### src/logic/cxt_pkg.sv
/*
 Package for the instruction execution tail of an 8-bit core.
 Holds operation codes, register offsets, field positions, reset values
 and the sleep state encoding. Assumes a single 125 MHz core clock.
*/
// Behaviour
// - Sleep halts the core until wake
// - Sleep clears power-down, sets time-out flag
// - Sleep clears watchdog counter and prescaler
// - Oscillator stopped while asleep
// - Subtract: file minus work to destination
// - Borrow subtract: file minus work minus not-carry
// - Borrow subtract: d=0 work, d=1 file
// - Swap nibbles, flags untouched
// - Xor immediate into work, zero flag only
// - Xor file with work, zero flag only
// - Xor file: d=0 work, d=1 file
// - Direction load copies work, flags untouched
// - Operand 5,6,7 selects port A,B,C
// - Carry clear when subtrahend exceeds minuend
package cxt_pkg;

   // Operation select presented by the decoder
   typedef enum logic [2:0] {
      cxt_op_none           = 3'h0,
      cxt_op_sleep          = 3'h1,
      cxt_op_sub_work_from_file_op = 3'h2,
      cxt_op_sub_with_borrow_op    = 3'h3,
      cxt_op_nibble_exchange_op    = 3'h4,
      cxt_op_xor_immediate_op      = 3'h5,
      cxt_op_xor_file_op           = 3'h6,
      cxt_op_direction_load_op     = 3'h7
   } cxt_op_t;

   // Core run state; one bit changes per step except wake to run
   typedef enum logic [1:0] {
      cxt_st_run   = 2'b00,
      cxt_st_sleep = 2'b01,
      cxt_st_wake  = 2'b11
   } cxt_state_t;

   // Destination bit values
   localparam logic DEST_WORK = 1'b0;
   localparam logic DEST_FILE = 1'b1;

   // Direction load operands
   localparam logic [6:0] DIR_PORT_A = 7'h05;
   localparam logic [6:0] DIR_PORT_B = 7'h06;
   localparam logic [6:0] DIR_PORT_C = 7'h07;

   // Status field positions
   localparam int STAT_CARRY   = 0;
   localparam int STAT_DIGIT   = 1;
   localparam int STAT_ZERO    = 2;
   localparam int STAT_PDOWN   = 3;
   localparam int STAT_TIMEOUT = 4;

   // Reset values
   localparam logic [7:0] WORK_RESET = 8'h00;
   localparam logic [7:0] DIR_RESET  = 8'hFF;
   localparam logic [4:0] STAT_RESET = 5'h18;
   localparam logic [7:0] WDT_CLEAR  = 8'h00;
   localparam logic [7:0] PRE_CLEAR  = 8'h00;

endpackage : cxt_pkg

### src/logic/cxt_alu.sv
/*
 Combinational arithmetic unit: subtract, borrow subtract, swap, xor.
 Assumes operands arrive stable from the execute stage.
*/
`timescale 1ns/1ps
module cxt_alu (
   input  wire cxt_pkg::cxt_op_t op,        // Operation select
   input  wire logic [7:0]       file_val,  // Minuend / file operand
   input  wire logic [7:0]       work_val,  // Working register
   input  wire logic [7:0]       imm_val,   // Immediate literal
   input  wire logic             carry_in,  // Current carry flag
   output logic      [7:0]       result,    // Result byte
   output logic                  carry_out, // New carry
   output logic                  digit_out, // New digit carry
   output logic                  zero_out   // New zero flag
);

   logic [8:0] diff;  // Nine-bit difference, top bit is borrow
   logic [4:0] ndiff; // Low nibble difference
   logic       bin;   // Pending borrow

   // Arithmetic selection
   always_comb begin
      bin   = 1'b0;
      diff  = 9'h000;
      ndiff = 5'h00;
      result = 8'h00;
      if (op == cxt_pkg::cxt_op_sub_with_borrow_op) begin
         bin = ~carry_in;
      end
      case (op)
         cxt_pkg::cxt_op_sub_work_from_file_op,
         cxt_pkg::cxt_op_sub_with_borrow_op: begin
            diff  = {1'b0, file_val} - {1'b0, work_val} - {8'h00, bin};
            ndiff = {1'b0, file_val[3:0]} - {1'b0, work_val[3:0]}
                    - {4'h0, bin};
            result = diff[7:0];
         end
         cxt_pkg::cxt_op_nibble_exchange_op: begin
            result = {file_val[3:0], file_val[7:4]};
         end
         cxt_pkg::cxt_op_xor_immediate_op: begin
            result = work_val ^ imm_val;
         end
         cxt_pkg::cxt_op_xor_file_op: begin
            result = work_val ^ file_val;
         end
         default: begin
            result = work_val;
         end
      endcase
   end

   // Borrow shows as carry clear
   assign carry_out = ~diff[8];
   assign digit_out = ~ndiff[4];
   assign zero_out  = (result == 8'h00);

endmodule : cxt_alu

### src/logic/cxt_exec.sv
/*
 Execute stage for the tail group of instructions: sleep, subtract,
 borrow subtract, nibble swap, xor immediate/file, direction load.
 Assumes the decoder gives one op per cycle with exec_valid, the file
 operand already read, and a file write port that accepts one cycle
 write strobes. Ops are ignored while halted.
*/
// Added by the designer: the address-and-strobe port and the register offsets.
`timescale 1ns/1ps
module cxt_exec (
   input  wire logic             mclk,         // Core clock 125 MHz
   input  wire logic             nrst,         // Sync reset, active low
   input  wire logic             exec_valid,   // Op presented this cycle
   input  wire cxt_pkg::cxt_op_t exec_op,      // Operation
   input  wire logic [6:0]       file_addr,    // Bank offset of operand
   input  wire logic             dest_sel,     // Destination bit
   input  wire logic [7:0]       file_rdata,   // Operand file value
   input  wire logic [7:0]       imm_val,      // Immediate literal
   input  wire logic             wake,         // Wake event
   input  wire logic             wdt_ack,      // Unused spare ack
   output logic      [7:0]       work_reg,     // Working register
   output logic                  carry_flag,   // Carry
   output logic                  digit_carry_flag, // Digit carry
   output logic                  zero_flag,    // Zero
   output logic                  power_down_flag,  // Active low style
   output logic                  timeout_flag, // Time-out status
   output logic      [7:0]       port_a_direction, // Port A dir
   output logic      [7:0]       port_b_direction, // Port B dir
   output logic      [7:0]       port_c_direction, // Port C dir
   output logic                  file_we,      // File write strobe
   output logic      [6:0]       file_waddr,   // File write address
   output logic      [7:0]       file_wdata,   // File write data
   output logic                  wdt_clear,    // Watchdog clear pulse
   output logic      [7:0]       watchdog_counter, // Watchdog count
   output logic      [7:0]       wdt_prescale, // Prescaler count
   output logic                  halted,       // Core halted
   output logic                  osc_run,      // Oscillator enable
   output logic                  bad_operand   // Invalid direction op
);

   logic [7:0] alu_res;   // Result byte
   logic       alu_c;     // Carry from unit
   logic       alu_dc;    // Digit carry from unit
   logic       alu_z;     // Zero from unit
   logic       go;        // Op accepted this cycle
   logic       is_sub;    // Subtract family
   logic       to_file;   // Result goes to file

   // Only act while the core runs
   assign go = exec_valid && !halted;
   assign is_sub = (exec_op == cxt_pkg::cxt_op_sub_work_from_file_op) ||
                   (exec_op == cxt_pkg::cxt_op_sub_with_borrow_op);

   // Direction loads and xor immediate never write the file
   function automatic logic routes_dest(input cxt_pkg::cxt_op_t o);
      routes_dest = (o == cxt_pkg::cxt_op_sub_work_from_file_op) ||
                    (o == cxt_pkg::cxt_op_sub_with_borrow_op) ||
                    (o == cxt_pkg::cxt_op_nibble_exchange_op) ||
                    (o == cxt_pkg::cxt_op_xor_file_op);
   endfunction : routes_dest

   assign to_file = routes_dest(exec_op) &&
                    (dest_sel == cxt_pkg::DEST_FILE);

   cxt_alu u_alu (
      .op        (exec_op),
      .file_val  (file_rdata),
      .work_val  (work_reg),
      .imm_val   (imm_val),
      .carry_in  (carry_flag),
      .result    (alu_res),
      .carry_out (alu_c),
      .digit_out (alu_dc),
      .zero_out  (alu_z)
   );

   cxt_sleep u_sleep (
      .mclk    (mclk),
      .nrst    (nrst),
      .enter   (go && exec_op == cxt_pkg::cxt_op_sleep),
      .wake    (wake),
      .halted  (halted),
      .osc_run (osc_run)
   );

   // Working register update
   always_ff @(posedge mclk) begin
      if (!nrst) begin
         work_reg <= cxt_pkg::WORK_RESET;
      end else if (go) begin
         if (exec_op == cxt_pkg::cxt_op_xor_immediate_op) begin
            work_reg <= alu_res;
         end else if (routes_dest(exec_op) &&
                      dest_sel == cxt_pkg::DEST_WORK) begin
            work_reg <= alu_res;
         end
      end
   end

   // File write port, one cycle strobe; address is a bank offset
   always_ff @(posedge mclk) begin
      if (!nrst) begin
         file_we    <= 1'b0;
         file_waddr <= 7'h00;
         file_wdata <= 8'h00;
      end else begin
         file_we <= go && to_file;
         if (go && to_file) begin
            file_waddr <= file_addr;
            file_wdata <= alu_res;
         end
      end
   end

   // Arithmetic flags; swap and direction load leave them alone
   always_ff @(posedge mclk) begin
      if (!nrst) begin
         carry_flag       <= 1'b0;
         digit_carry_flag <= 1'b0;
         zero_flag        <= 1'b0;
      end else if (go) begin
         if (is_sub) begin
            carry_flag       <= alu_c;
            digit_carry_flag <= alu_dc;
            zero_flag        <= alu_z;
         end else if (exec_op == cxt_pkg::cxt_op_xor_immediate_op ||
                      exec_op == cxt_pkg::cxt_op_xor_file_op) begin
            zero_flag <= alu_z;
         end
      end
   end

   // Power status flags: sleep clears power-down and sets time-out
   always_ff @(posedge mclk) begin
      if (!nrst) begin
         power_down_flag <= cxt_pkg::STAT_RESET[cxt_pkg::STAT_PDOWN];
         timeout_flag    <= cxt_pkg::STAT_RESET[cxt_pkg::STAT_TIMEOUT];
      end else if (go && exec_op == cxt_pkg::cxt_op_sleep) begin
         power_down_flag <= 1'b0;
         timeout_flag    <= 1'b1;
      end
   end

   // Watchdog and prescaler: free count, cleared by sleep.
   // The count runs on mclk here; a real core would use the LF clock.
   always_ff @(posedge mclk) begin
      if (!nrst) begin
         wdt_prescale     <= cxt_pkg::PRE_CLEAR;
         watchdog_counter <= cxt_pkg::WDT_CLEAR;
         wdt_clear        <= 1'b0;
      end else begin
         wdt_clear <= go && exec_op == cxt_pkg::cxt_op_sleep;
         if (go && exec_op == cxt_pkg::cxt_op_sleep) begin
            wdt_prescale     <= cxt_pkg::PRE_CLEAR;
            watchdog_counter <= cxt_pkg::WDT_CLEAR;
         end else begin
            wdt_prescale <= wdt_prescale + 8'h01;
            if (wdt_prescale == 8'hFF) begin
               watchdog_counter <= watchdog_counter + 8'h01;
            end
         end
      end
   end

   // Direction registers; bad operands load nothing and flag it
   always_ff @(posedge mclk) begin
      if (!nrst) begin
         port_a_direction <= cxt_pkg::DIR_RESET;
         port_b_direction <= cxt_pkg::DIR_RESET;
         port_c_direction <= cxt_pkg::DIR_RESET;
         bad_operand      <= 1'b0;
      end else begin
         bad_operand <= 1'b0;
         if (go && exec_op == cxt_pkg::cxt_op_direction_load_op) begin
            case (file_addr)
               cxt_pkg::DIR_PORT_A: port_a_direction <= work_reg;
               cxt_pkg::DIR_PORT_B: port_b_direction <= work_reg;
               cxt_pkg::DIR_PORT_C: port_c_direction <= work_reg;
               default:             bad_operand      <= 1'b1;
            endcase
         end
      end
   end

endmodule : cxt_exec

### src/logic/cxt_sleep.sv
/*
 Sleep controller: holds the core halted and the oscillator gated off
 from a sleep instruction until a wake event. Single clock domain.
*/
`timescale 1ns/1ps
module cxt_sleep (
   input  wire logic mclk,      // Core clock
   input  wire logic nrst,      // Synchronous reset, active low
   input  wire logic enter,     // Sleep instruction executes
   input  wire logic wake,      // Wake-up event level
   output logic      halted,    // Core halted
   output logic      osc_run    // Oscillator enable
);

   cxt_pkg::cxt_state_t state; // Current run state

   // Run/sleep sequencing; wake takes one cycle to restart fetch
   always_ff @(posedge mclk) begin
      if (!nrst) begin
         state <= cxt_pkg::cxt_st_run;
      end else begin
         case (state)
            cxt_pkg::cxt_st_run: begin
               if (enter) state <= cxt_pkg::cxt_st_sleep;
            end
            cxt_pkg::cxt_st_sleep: begin
               if (wake) state <= cxt_pkg::cxt_st_wake;
            end
            cxt_pkg::cxt_st_wake: begin
               state <= cxt_pkg::cxt_st_run;
            end
            default: begin
               state <= cxt_pkg::cxt_st_run;
            end
         endcase
      end
   end

   // Halt covers sleep and the restart cycle
   assign halted  = (state != cxt_pkg::cxt_st_run);
   assign osc_run = (state != cxt_pkg::cxt_st_sleep);

endmodule : cxt_sleep

### config.mk
export PLATFORM = sky130hd
export DESIGN_NAME = cxt_exec
export DESIGN_NICKNAME = d
export VERILOG_FILES = /design/src/logic/cxt_pkg.sv /design/src/logic/cxt_alu.sv /design/src/logic/cxt_exec.sv /design/src/logic/cxt_sleep.sv
export SDC_FILE = /design/constraint.sdc
export NUM_CORES = 1
export LEC_CHECK = 0
export ABC_AREA = 1
export BUFFER_PORTS_ARGS = -buffer_cell sky130_fd_sc_hd__buf_2
export CELL_PAD_IN_SITES_DETAIL_PLACEMENT = 0
export CELL_PAD_IN_SITES_GLOBAL_PLACEMENT = 2
export CORE_MARGIN = 5
export CORE_UTILIZATION = 25
export DETAILED_ROUTE_END_ITERATION = 10
export PLACE_DENSITY_LB_ADDON = 0.1
export SYNTH_ARGS = -nofsm -noshare
export SYNTH_HDL_FRONTEND = slang
export SYNTH_SLANG_ARGS = --single-unit
### constraint.sdc
create_clock -name mclk -period 3 [get_ports mclk]
set_input_delay 0.3 -clock mclk [delete_from_list [all_inputs] [get_ports mclk]]
set_output_delay 0.3 -clock mclk [all_outputs]
set_load 0.01 [all_outputs]
==> metrics.txt, run 1 <==
path depth of the worst reg2reg path 14; setup slack, reg-to-reg 490 ps; Skew-Pair Late Insertion Delay 330 ps; sequential area share after synthesis 38.8%; DR vias 3686; Antenna Diode Count 0; clock period minus final worst setup slack 2510 ps; Tcrit/Tclk final 83.8%; Die Area 17400 um2; Iter 0 DRT Violations 157; commonest cells after routing, fill and taps aside 126 x nand2_1, 102 x buf_2, 75 x inv_1, 72 x dfxtp_1, 44 x nor2_1; Yosys cell types 37; most frequent CP cell nand3_1; CP cell instances nor2_1 > nand2_1 > fa_1 > inv_1 > ha_1 > o21ai_0 > nand2_1 > nand2_1 > nand3_1 > nand3_1 > nand3_1 > nor2_1 > nand3_1 > a21oi_1; WL/cell 15.5 um; Core Footprint 14500 um2; Fmax 0.398 GHz; Setup-failing EPs final 0; Post-Syn Area per Cell 7.07 um2; first-pass GRT wire length 20400 um; Leak 2.38 nW; Clock power frac 39.7%; CP Capture Type flip-flop; Cell Pwr Density 509 nW/um2; CTS Hold Bufs 0; DRT Wirelength 12700 um; H-tree levels 3; status completed; DR top layer met4; number of global-route vias before repair 3716; Hold EP u_sleep.state[1]; CTS tree built; met1 WL 6210 um; number of gates resized after CTS 0; drt pass-1 iters 4; biggest cell delay along the critical path 500 ps; deepest clock path buffer count 2; commonest non-fill, non-tap cell in the layout nand2_1; share of post-route cells with drive strength above 1 21.5%; root buffer cell clkbuf_16; # rows 44; pre-CTS setup slack 322 ps; count of input and output buffers 102; internal power 1.68 mW; Simple-Gate Fraction of Synth Area 28.7%; min-delay src wake; Sinks on Clock Net 72; critical path fanouts, max 3; largest net degree at the start of global routing 48; synthesized flop and latch total 72; combinational share of power 17.8%; HP Class input port to flip-flop; Max stage delay cell, worst path fa_1; DRT antenna net count 0; gr ovfl total 0; initial antenna violation count 0; P_sw 0.695 mW; Worst path depth 14; CTS Buf Count 9; Final HPWL DP 9770 um; Layout Nets 680; Layout area overhead 25.9%; cell count after synthesis 525; Worst EP arrival 2780 ps; PnR worst setup slack 486 ps; die boundary width 132 um; Sequential Power Share 42.5%; Final Hold Fails 0; critical path class flip-flop to flip-flop; Slew Limit Fails 0; Post-Syn Area 3710 um2; total global-route track usage 14.8%; CTS clk-pin slew, worst paths 60 ps; Clock Skew 6.27 ps; worst slew pin tran 631 ps; Post-Synth XOR/XNOR Area 0.708%; Peak VDD IR 0.329 mV; # DRC 0; Sw Share 29.2%; synth warn 0; syn_nets 575; Final TNS setup 0 ps; Max-Cap Viols 0; Setup crit start kind flip-flop; Final GP Congestion 0.823; Post-CTS Setup Bufs 0; reg-to-reg endpoint zero_flag; Compound-Gate Fraction of Synth Area 14.6%; Slew HR 57.9%; crit path buf inv count 1; Worst Hold Depth 3; WP data required 3260 ps; family with the most delay on the worst path simple AND/OR/NAND/NOR gates; Initial Utilization 25.6%; chip height 132 um; met3 WL 575 um; Vias/cell 4.51; RSZ-0062 raised after global routing false; post-synthesis adder-cell area fraction 6.47%; FF-to-FF Start carry_flag; # IOs 105; WL met2 5650 um; multiplexer share of the synthesized area 0%; largest family of logic cells by synthesized area simple AND/OR/NAND/NOR gates
Yosys cell counts (all sizes together):
cell type,number,area (um2)
nand2,128,490
clkbuf,5,18.8
nor2,46,178
nor4,5,31.3
o211ai,24,180
nor3,8,50.1
o21a,1,7.51
or2,2,12.5
dfxtp,72,1440
conb,1,3.75
xor2,2,17.5
inv,78,295
nor3b,2,15.0
clkinv,1,3.75
a211oi,2,15.0
ha,16,200
nand3b,2,15.0
fa,2,40.0
o21ai,35,175
buf,11,75.1
nand4,10,62.6
a21oi,32,164
nand3,39,213
xnor2,1,8.76
worst max-delay path by stage:
stage | from | to | slack (ps)
6_report | carry_flag | zero_flag | 490
5_1_grt | carry_flag | carry_flag | 180
4_1_cts | carry_flag | zero_flag | 450
3_5_place_dp | exec_op[2] | carry_flag | 320
3_3_place_gp | exec_op[2] | carry_flag | 330
2_1_floorplan | exec_op[0] | carry_flag | 580
tightest hold or removal path: stages:
cell     delay (ps)
buf_2           100
nand2_1          50
nor2_1           40
power by group through the flow:
stage	logic (mW)	clock network, mW	registers [mW]
2_1_floorplan	0.257	0	1.04
3_3_place_gp	0.426	0	1.03
3_5_place_dp	0.427	0	1.03
4_1_cts	0.431	0.987	1.01
5_1_grt	0.491	1.02	1.01
6_report	0.422	0.945	1.01
kinds of logic after synthesis:
group | count (synthesis)
simple gates | 242
compound gates | 94
fa+ha+maj | 18
flops | 72
xor+xnor | 3
buf+inv | 95
other cells | 1
final cells by class:
type / instances / area (um2)
multi-input combinational: 358 / 1880
clock inverter: 4 / 22.5
timing repair buffer: 110 / 571
inverter: 79 / 299
tap: 184 / 230
clock buffer: 11 / 233
sequential: 72 / 1440
fill: 1669 / 9860
layer usage:
layer	global-route usage, %	vias to the layer above
li1	-	1927
met4	4.40	0
met3	4.47	14
met2	23.3	73
met5	0	-
met1	19.7	1672
stage by stage:
step | power (mW) | instance area (um2) | util [%] | hold WS (ps) | instances
after global placement | 1.46 | 4420 | 30.4 | 412 | 803
final | 2.38 | 4680 | 32.2 | 200 | 818
after global routing | 2.53 | 4680 | 32.2 | 201 | 818
after floorplan | 1.30 | 3710 | - | 400 | 525
after CTS | 2.43 | 4680 | 32.2 | 177 | 818
after detailed placement | 1.46 | 4420 | 30.4 | 420 | 803
(Power assumes the default switching activity.)
==> inputs of run 2 (changes only) <==
ABC_AREA = 0   (was 1)
clock period = 2.1 ns   (was 3 ns; I/O delays follow)
==> metrics.txt, run 2 <==
setup slack, reg-to-reg -520 ps (-1000 ps); CTS clk-pin slew, worst paths 60 ps (about the same); Final TNS setup -5260 ps (-5260 ps); Die Area 18000 um2 (+3.8%); drt pass-1 iters 4 (unchanged); RSZ-0062 raised after global routing true; commonest cells after routing, fill and taps aside 102 x buf_2, 71 x dfxtp_1, 67 x nand2_1, 62 x buf_4, 29 x nor2_1; Setup-failing EPs final 17 (+17); critical path class flip-flop to flip-flop; post-synth top area share 37.3% (-1.5 points); Worst EP arrival 2880 ps (+100 ps); Slew Limit Fails 0 (unchanged); number of global-route vias before repair 3710 (-0.16%); # rows 45 (+2.3%); first-pass GRT wire length 20700 um (+1.2%); Min Hold Slack 133 ps (-67.0 ps); chip height 134 um (+1.9%); root buffer cell clkbuf_16; cell count after synthesis 445 (-15%); Setup crit start kind flip-flop; failing checks negative setup slack; Layout area overhead 45.2%; syn_nets 495 (-14%); most numerous cell in the Yosys netlist nand2_1; Core Footprint 15200 um2 (+4.6%); Post-Syn Area 3860 um2 (+4.1%); Cell Pwr Density 728 nW/um2 (+43%); path depth of the worst reg2reg path 10 (-4); clock period minus final worst setup slack 2620 ps (+104 ps); HP Class input port to flip-flop; Fmax 0.382 GHz (-4.0%); Slew HR 65.5% (+7.6 points); synth warn 0 (unchanged); Post-Syn Area per Cell 8.69 um2 (+23%); family with the most delay on the worst path compound AO/OA/AOI/OAI gates; sequential area share after synthesis 37.3% (-1.5 points); Layout Nets 656 (-3.5%); count of input and output buffers 102 (unchanged); DR vias 3703 (+0.46%); critical path fanouts, max 3 (unchanged); Leak 2.55 nW (+7.0%); Skew-Pair Late Insertion Delay 340 ps (about the same); Antenna Diode Count 0 (unchanged); gr ovfl total 0 (unchanged); Post-synth EDFFs 0 (unchanged); synthesized flop and latch total 72 (unchanged); Initial Utilization 25.4% (-0.13 points); initial antenna violation count 0 (unchanged); Peak VDD IR 0.352 mV (+7.1%); Final Hold Fails 0 (unchanged); Commonest cells post-synth 75 x nand2_1, 72 x dfxtp_1, 29 x nor2_1, 28 x inv_1, 26 x mux2i_1; Final HPWL DP 10100 um (+3.5%); Max-Cap Viols 0 (unchanged); crit path buf inv count 1 (unchanged); share of post-route cells with drive strength above 1 38.5% (+17 points); Yosys cell types 60 (+62%); CP Capture Type flip-flop; die boundary width 134 um (+1.9%); most frequent CP cell fa_2; critical path startpoint carry_flag; largest net degree at the start of global routing 40 (-17%); deepest clock path buffer count 2 (unchanged); Synth Flop Type dfxtp_1; reg-to-reg endpoint zero_flag; WL/cell 16.4 um (+6.2%); H-tree levels 3 (unchanged); worst setup path endpoint zero_flag; FF-to-FF Start carry_flag; Iter 0 DRT Violations 148 (-5.7%); commonest non-fill, non-tap cell in the layout buf_2; CTS Buf Count 9 (unchanged); CP cell instances nand3b_1 > fa_2 > fa_2 > nand2b_4 > a2111oi_4 > o31a_1 > o31ai_2 > buf_4 > and2_4 > o31ai_4; cell taking the most area after synthesis dfxtp_1; Max stage delay cell, worst path fa_2; Clock Skew 8.28 ps (+2.01 ps); DRT Wirelength 13100 um (+3.7%); DRT antenna net count 0 (unchanged); status finished with violations; Tcrit/Tclk final 125% (+41 points); ranking of synthesized cells by area dfxtp_1 37%, nand2_1 7.3%, mux2i_1 6.7%, ha_1 5.2%, nor2_1 2.8%; # IOs 105 (unchanged); total global-route track usage 14.9% (+0.058 points); Final GP Congestion 0.799 (-2.9%); WP data required 2360 ps (-900 ps); biggest cell delay along the critical path 380 ps (-120 ps); PnR worst setup slack -518 ps (-1000 ps); pre-CTS setup slack -665 ps (-987 ps); Synth async-reset ratio 0% (unchanged); # DRC 0 (unchanged); Worst path depth 10 (-4); CTS tree built; Vias/cell 4.63 (+2.9%); Sinks on Clock Net 72 (unchanged); CTS Hold Bufs 0 (unchanged); worst slew pin tran 516 ps (-115 ps)
-- run 2: changes by cell type after synthesis, moves of 10 or more --
cell	change
nor2_1	-15
nand2_1	-51
mux2i_1	+26
nand3_1	-23
o21ai_0	-25
inv_1	-47
nand2b_1	+10
a21oi_1	-16
o211a_1	+10
o211ai_1	-20
a21boi_0	+11
nor2b_1	+12
-- run 2: cells by family after synthesis --
group | synth area share (%)
buffers and inverters | 5.99
other | 0.0970
adders and majority gates | 6.22
AOI/OAI and AO/OA | 16.5
and+or+nand+nor | 22.9
xor gates and xnor gates | 4.31
muxes | 6.73
DFF | 37.3
-- run 2: layer usage --
layer  part of all wire (%)  up-vias  global-route usage (%)
li1                       -     1872                       -
met1                     48     1737                    19.8
met2                     46       78                    23.3
met3                    4.0       16                    3.04
met4                    2.2        0                    6.73
met5                      0        -                       0
-- run 2: per-stage QoR --
| stage | utilization [%] | cell area (um2) | total power, mW | std cells |
|---|---|---|---|---|
| after floorplan | - | 3960 | 1.87 | 445 |
| after global placement | 33.2 | 5040 | 2.23 | 774 |
| after detailed placement | 33.2 | 5040 | 2.23 | 774 |
| after CTS | 35.6 | 5420 | 4.07 | 791 |
| after global routing | 36.9 | 5610 | 4.30 | 799 |
| final | 36.9 | 5610 | 4.09 | 799 |
-- run 2: cell type report --
class,instances,area (um2)
clock buffers,11,233
clock inverters,5,104
fillers,1617,9590
inverters,28,105
multi-input cells,324,2420
flip-flops and latches,72,1440
well taps,188,235
repair buffers,171,1070
-- run 2: worst min path at each step --
stage / slack [ps] / cells after the start / to / startpoint
CTS: 110 / 2 / u_sleep.state[1] / wake
global placement: 440 / 2 / power_down_flag / power_down_flag
finish: 130 / 2 / u_sleep.state[1] / wake
floorplan: 350 / 2 / file_waddr[0] / file_addr[0]
detailed placement: 440 / 2 / power_down_flag / power_down_flag
global route: 120 / 2 / u_sleep.state[1] / wake
-- run 2: where the power goes --
group | internal, mW | switching [mW] | leakage, nW
clock network | 1.16 | 0.611 | 0.164
registers | 1.40 | 0.0218 | 0.585
logic | 0.422 | 0.464 | 1.80
-- run 2: worst reg2reg max path, stage by stage (launching register included) --
cell and delay (ps):
dfxtp_2 310, nand3b_1 180, fa_2 380, fa_2 350, nand2b_4 170, a2111oi_4 340, o31a_1 210, o31ai_2 80
buf_4 160, and2_4 140, o31ai_4 230
-- run 2: what timing repair did --
| item | 4_1_cts | 5_1_grt |
|---|---|---|
| gates cloned | 0 | 0 |
| pin swaps | 3 | 14 |
| resized for setup | 8 | 30 |
| endpoints found under the hold margin | 0 | 0 |
| setup buffers | 1 | 11 |
| setup endpoints to repair | 19 | 19 |
==> inputs of run 3 (changes only) <==
REMOVE_ABC_BUFFERS = 1   (was not set)
==> metrics.txt, run 3 (synthesized netlist as in run 2, its figures left out) <==
status finished with violations; failing checks negative setup slack; CTS Hold Bufs 0 (unchanged); first-pass GRT wire length 20600 um (-0.63%); WP data required 2330 ps (-30 ps); pre-CTS setup slack -877 ps (-212 ps); number of global-route vias before repair 3702 (-0.22%); die boundary width 134 um (unchanged); commonest cells after routing, fill and taps aside 102 x buf_2, 71 x dfxtp_1, 62 x nand2_1, 58 x buf_4, 29 x nor2_1; Clock Skew 5.58 ps (-2.70 ps); Setup-failing EPs final 19 (+2); Slew Limit Fails 0 (unchanged); Layout Nets 656 (unchanged); Max-Cap Viols 0 (unchanged); Layout area overhead 44.2%; CP Capture Type flip-flop; Vias/cell 4.59 (-0.90%); RSZ-0062 raised after global routing true; Finished Cell Area 5570 um2 (-0.69%); clock period minus final worst setup slack 2680 ps (+59.9 ps); critical path startpoint carry_flag; commonest non-fill, non-tap cell in the layout buf_2; Leak 2.54 nW (-0.55%); setup slack, reg-to-reg -580 ps (-60 ps); Final HPWL DP 9810 um (-2.9%); critical path class flip-flop to flip-flop; Peak VDD IR 0.380 mV (+7.8%); Cell Pwr Density 706 nW/um2 (-3.1%); Final GP Congestion 0.792 (-0.81%); Final Hold Fails 0 (unchanged); Slew HR 50.9% (-15 points); count of input and output buffers 102 (unchanged); total global-route track usage 14.6% (-0.27 points); H-tree levels 3 (unchanged); PnR worst setup slack -578 ps (-59.9 ps); initial antenna violation count 0 (unchanged); CTS Buf Count 9 (unchanged); # fillers 1630 (+0.80%); DRT Wirelength 12900 um (-1.8%); # DRC 0 (unchanged); Setup crit start kind flip-flop; worst slew pin tran 728 ps (+212 ps); placement-stage cell area 4980 um2 (-1.1%); HP Class input port to flip-flop; critical path fanouts, max 2 (-1); root buffer cell clkbuf_16; Die Area 18000 um2 (unchanged); # IOs 105 (unchanged); Initial Utilization 25.4% (unchanged); Tcrit/Tclk final 128% (+2.9 points); # rows 45 (unchanged); WL/cell 16.2 um (-1.7%); DRT antenna net count 0 (unchanged); drt pass-1 iters 5 (+1); Worst EP arrival 2910 ps (+30 ps); largest net degree at the start of global routing 41 (+2.5%); Sinks on Clock Net 72 (unchanged); gr ovfl total 0 (unchanged); Fmax 0.373 GHz (-2.2%); path depth of the worst reg2reg path 9 (-1); CTS clk-pin slew, worst paths 60 ps (about the same); Core Footprint 15200 um2 (unchanged); Iter 0 DRT Violations 149 (+0.68%); DR vias 3665 (-1.0%); Antenna Diode Count 0 (unchanged); chip height 134 um (unchanged); deepest clock path buffer count 2 (unchanged); share of post-route cells with drive strength above 1 38.7% (+0.23 points); FF-to-FF Start carry_flag; CTS tree built; reg-to-reg endpoint carry_flag; Skew-Pair Late Insertion Delay 340 ps (about the same); worst setup path endpoint carry_flag
run 3: changes by cell type in the layout (fill, tap and decap cells not counted), moves of 2 or more:
cell	change
buf_4	-4
buf_6	+4
nand2_1	-5
nand2_2	+6
o31ai_1	+2
run 3: layout make-up:
class | instances | area, um2 | share of cell area, %
multi-input cells | 324 | 2390 | 42.9
flip-flops and latches | 72 | 1440 | 25.9
repair buffers | 171 | 1090 | 19.5
well taps | 188 | 235 | 4.22
clock buffers | 10 | 229 | 4.11
inverters | 28 | 105 | 1.89
clock inverters | 5 | 81.3 | 1.46
run 3: per-stage QoR:
step	std cells	setup TNS, ps	total power, mW	hold WS, ps	util (%)
2_1_floorplan	424	-8060	1.79	272	-
3_3_place_gp	777	-9590	2.20	438	32.8
3_5_place_dp	777	-10250	2.20	456	32.8
4_1_cts	797	-5880	3.99	124	36.5
5_1_grt	798	-7900	4.14	141	36.7
6_report	798	-5750	3.93	136	36.7
run 3: metal layers:
| layer | global-route usage, % | routed length (um) | vias to the layer above |
|---|---|---|---|
| li1 | - | - | 1864 |
| met1 | 19.8 | 6110 | 1711 |
| met2 | 23.0 | 5960 | 81 |
| met3 | 4.20 | 708 | 9 |
| met4 | 3.39 | 132 | 0 |
| met5 | 0 | 0 | - |
run 3: worst max-delay path, cell delays in order, from the launching register on:
cell and delay (ps):
dfxtp_2 330, nand3b_1 180, fa_2 390, fa_2 360
nand2b_4 170, a2111oi_4 350, nor4_2 110, o21a_1 190
o311a_1 280, a32o_1 210
run 3: worst min path at each step:
stage,from,endpoint,slack (ps),cells after the start
after global routing,wake,u_sleep.state[1],140,2
after detailed placement,power_down_flag,power_down_flag,460,2
after CTS,wake,u_sleep.state[1],120,2
final,file_addr[5],file_waddr[5],140,3
after global placement,power_down_flag,power_down_flag,440,2
after floorplan,nrst,port_a_direction[0],270,1
run 3: report_power, final:
part           internal, mW  switching, mW  leakage, nW  total [mW]
registers              1.40         0.0230        0.585        1.43
logic                 0.421          0.455         1.80       0.876
clock network          1.04          0.598        0.149        1.63
total                  2.86           1.08         2.54        3.93
run 3: timing repair:
action	CTS	global route
pin swaps	22	13
setup endpoints to repair	19	22
gates resized for setup	49	11
buffers inserted	5	3
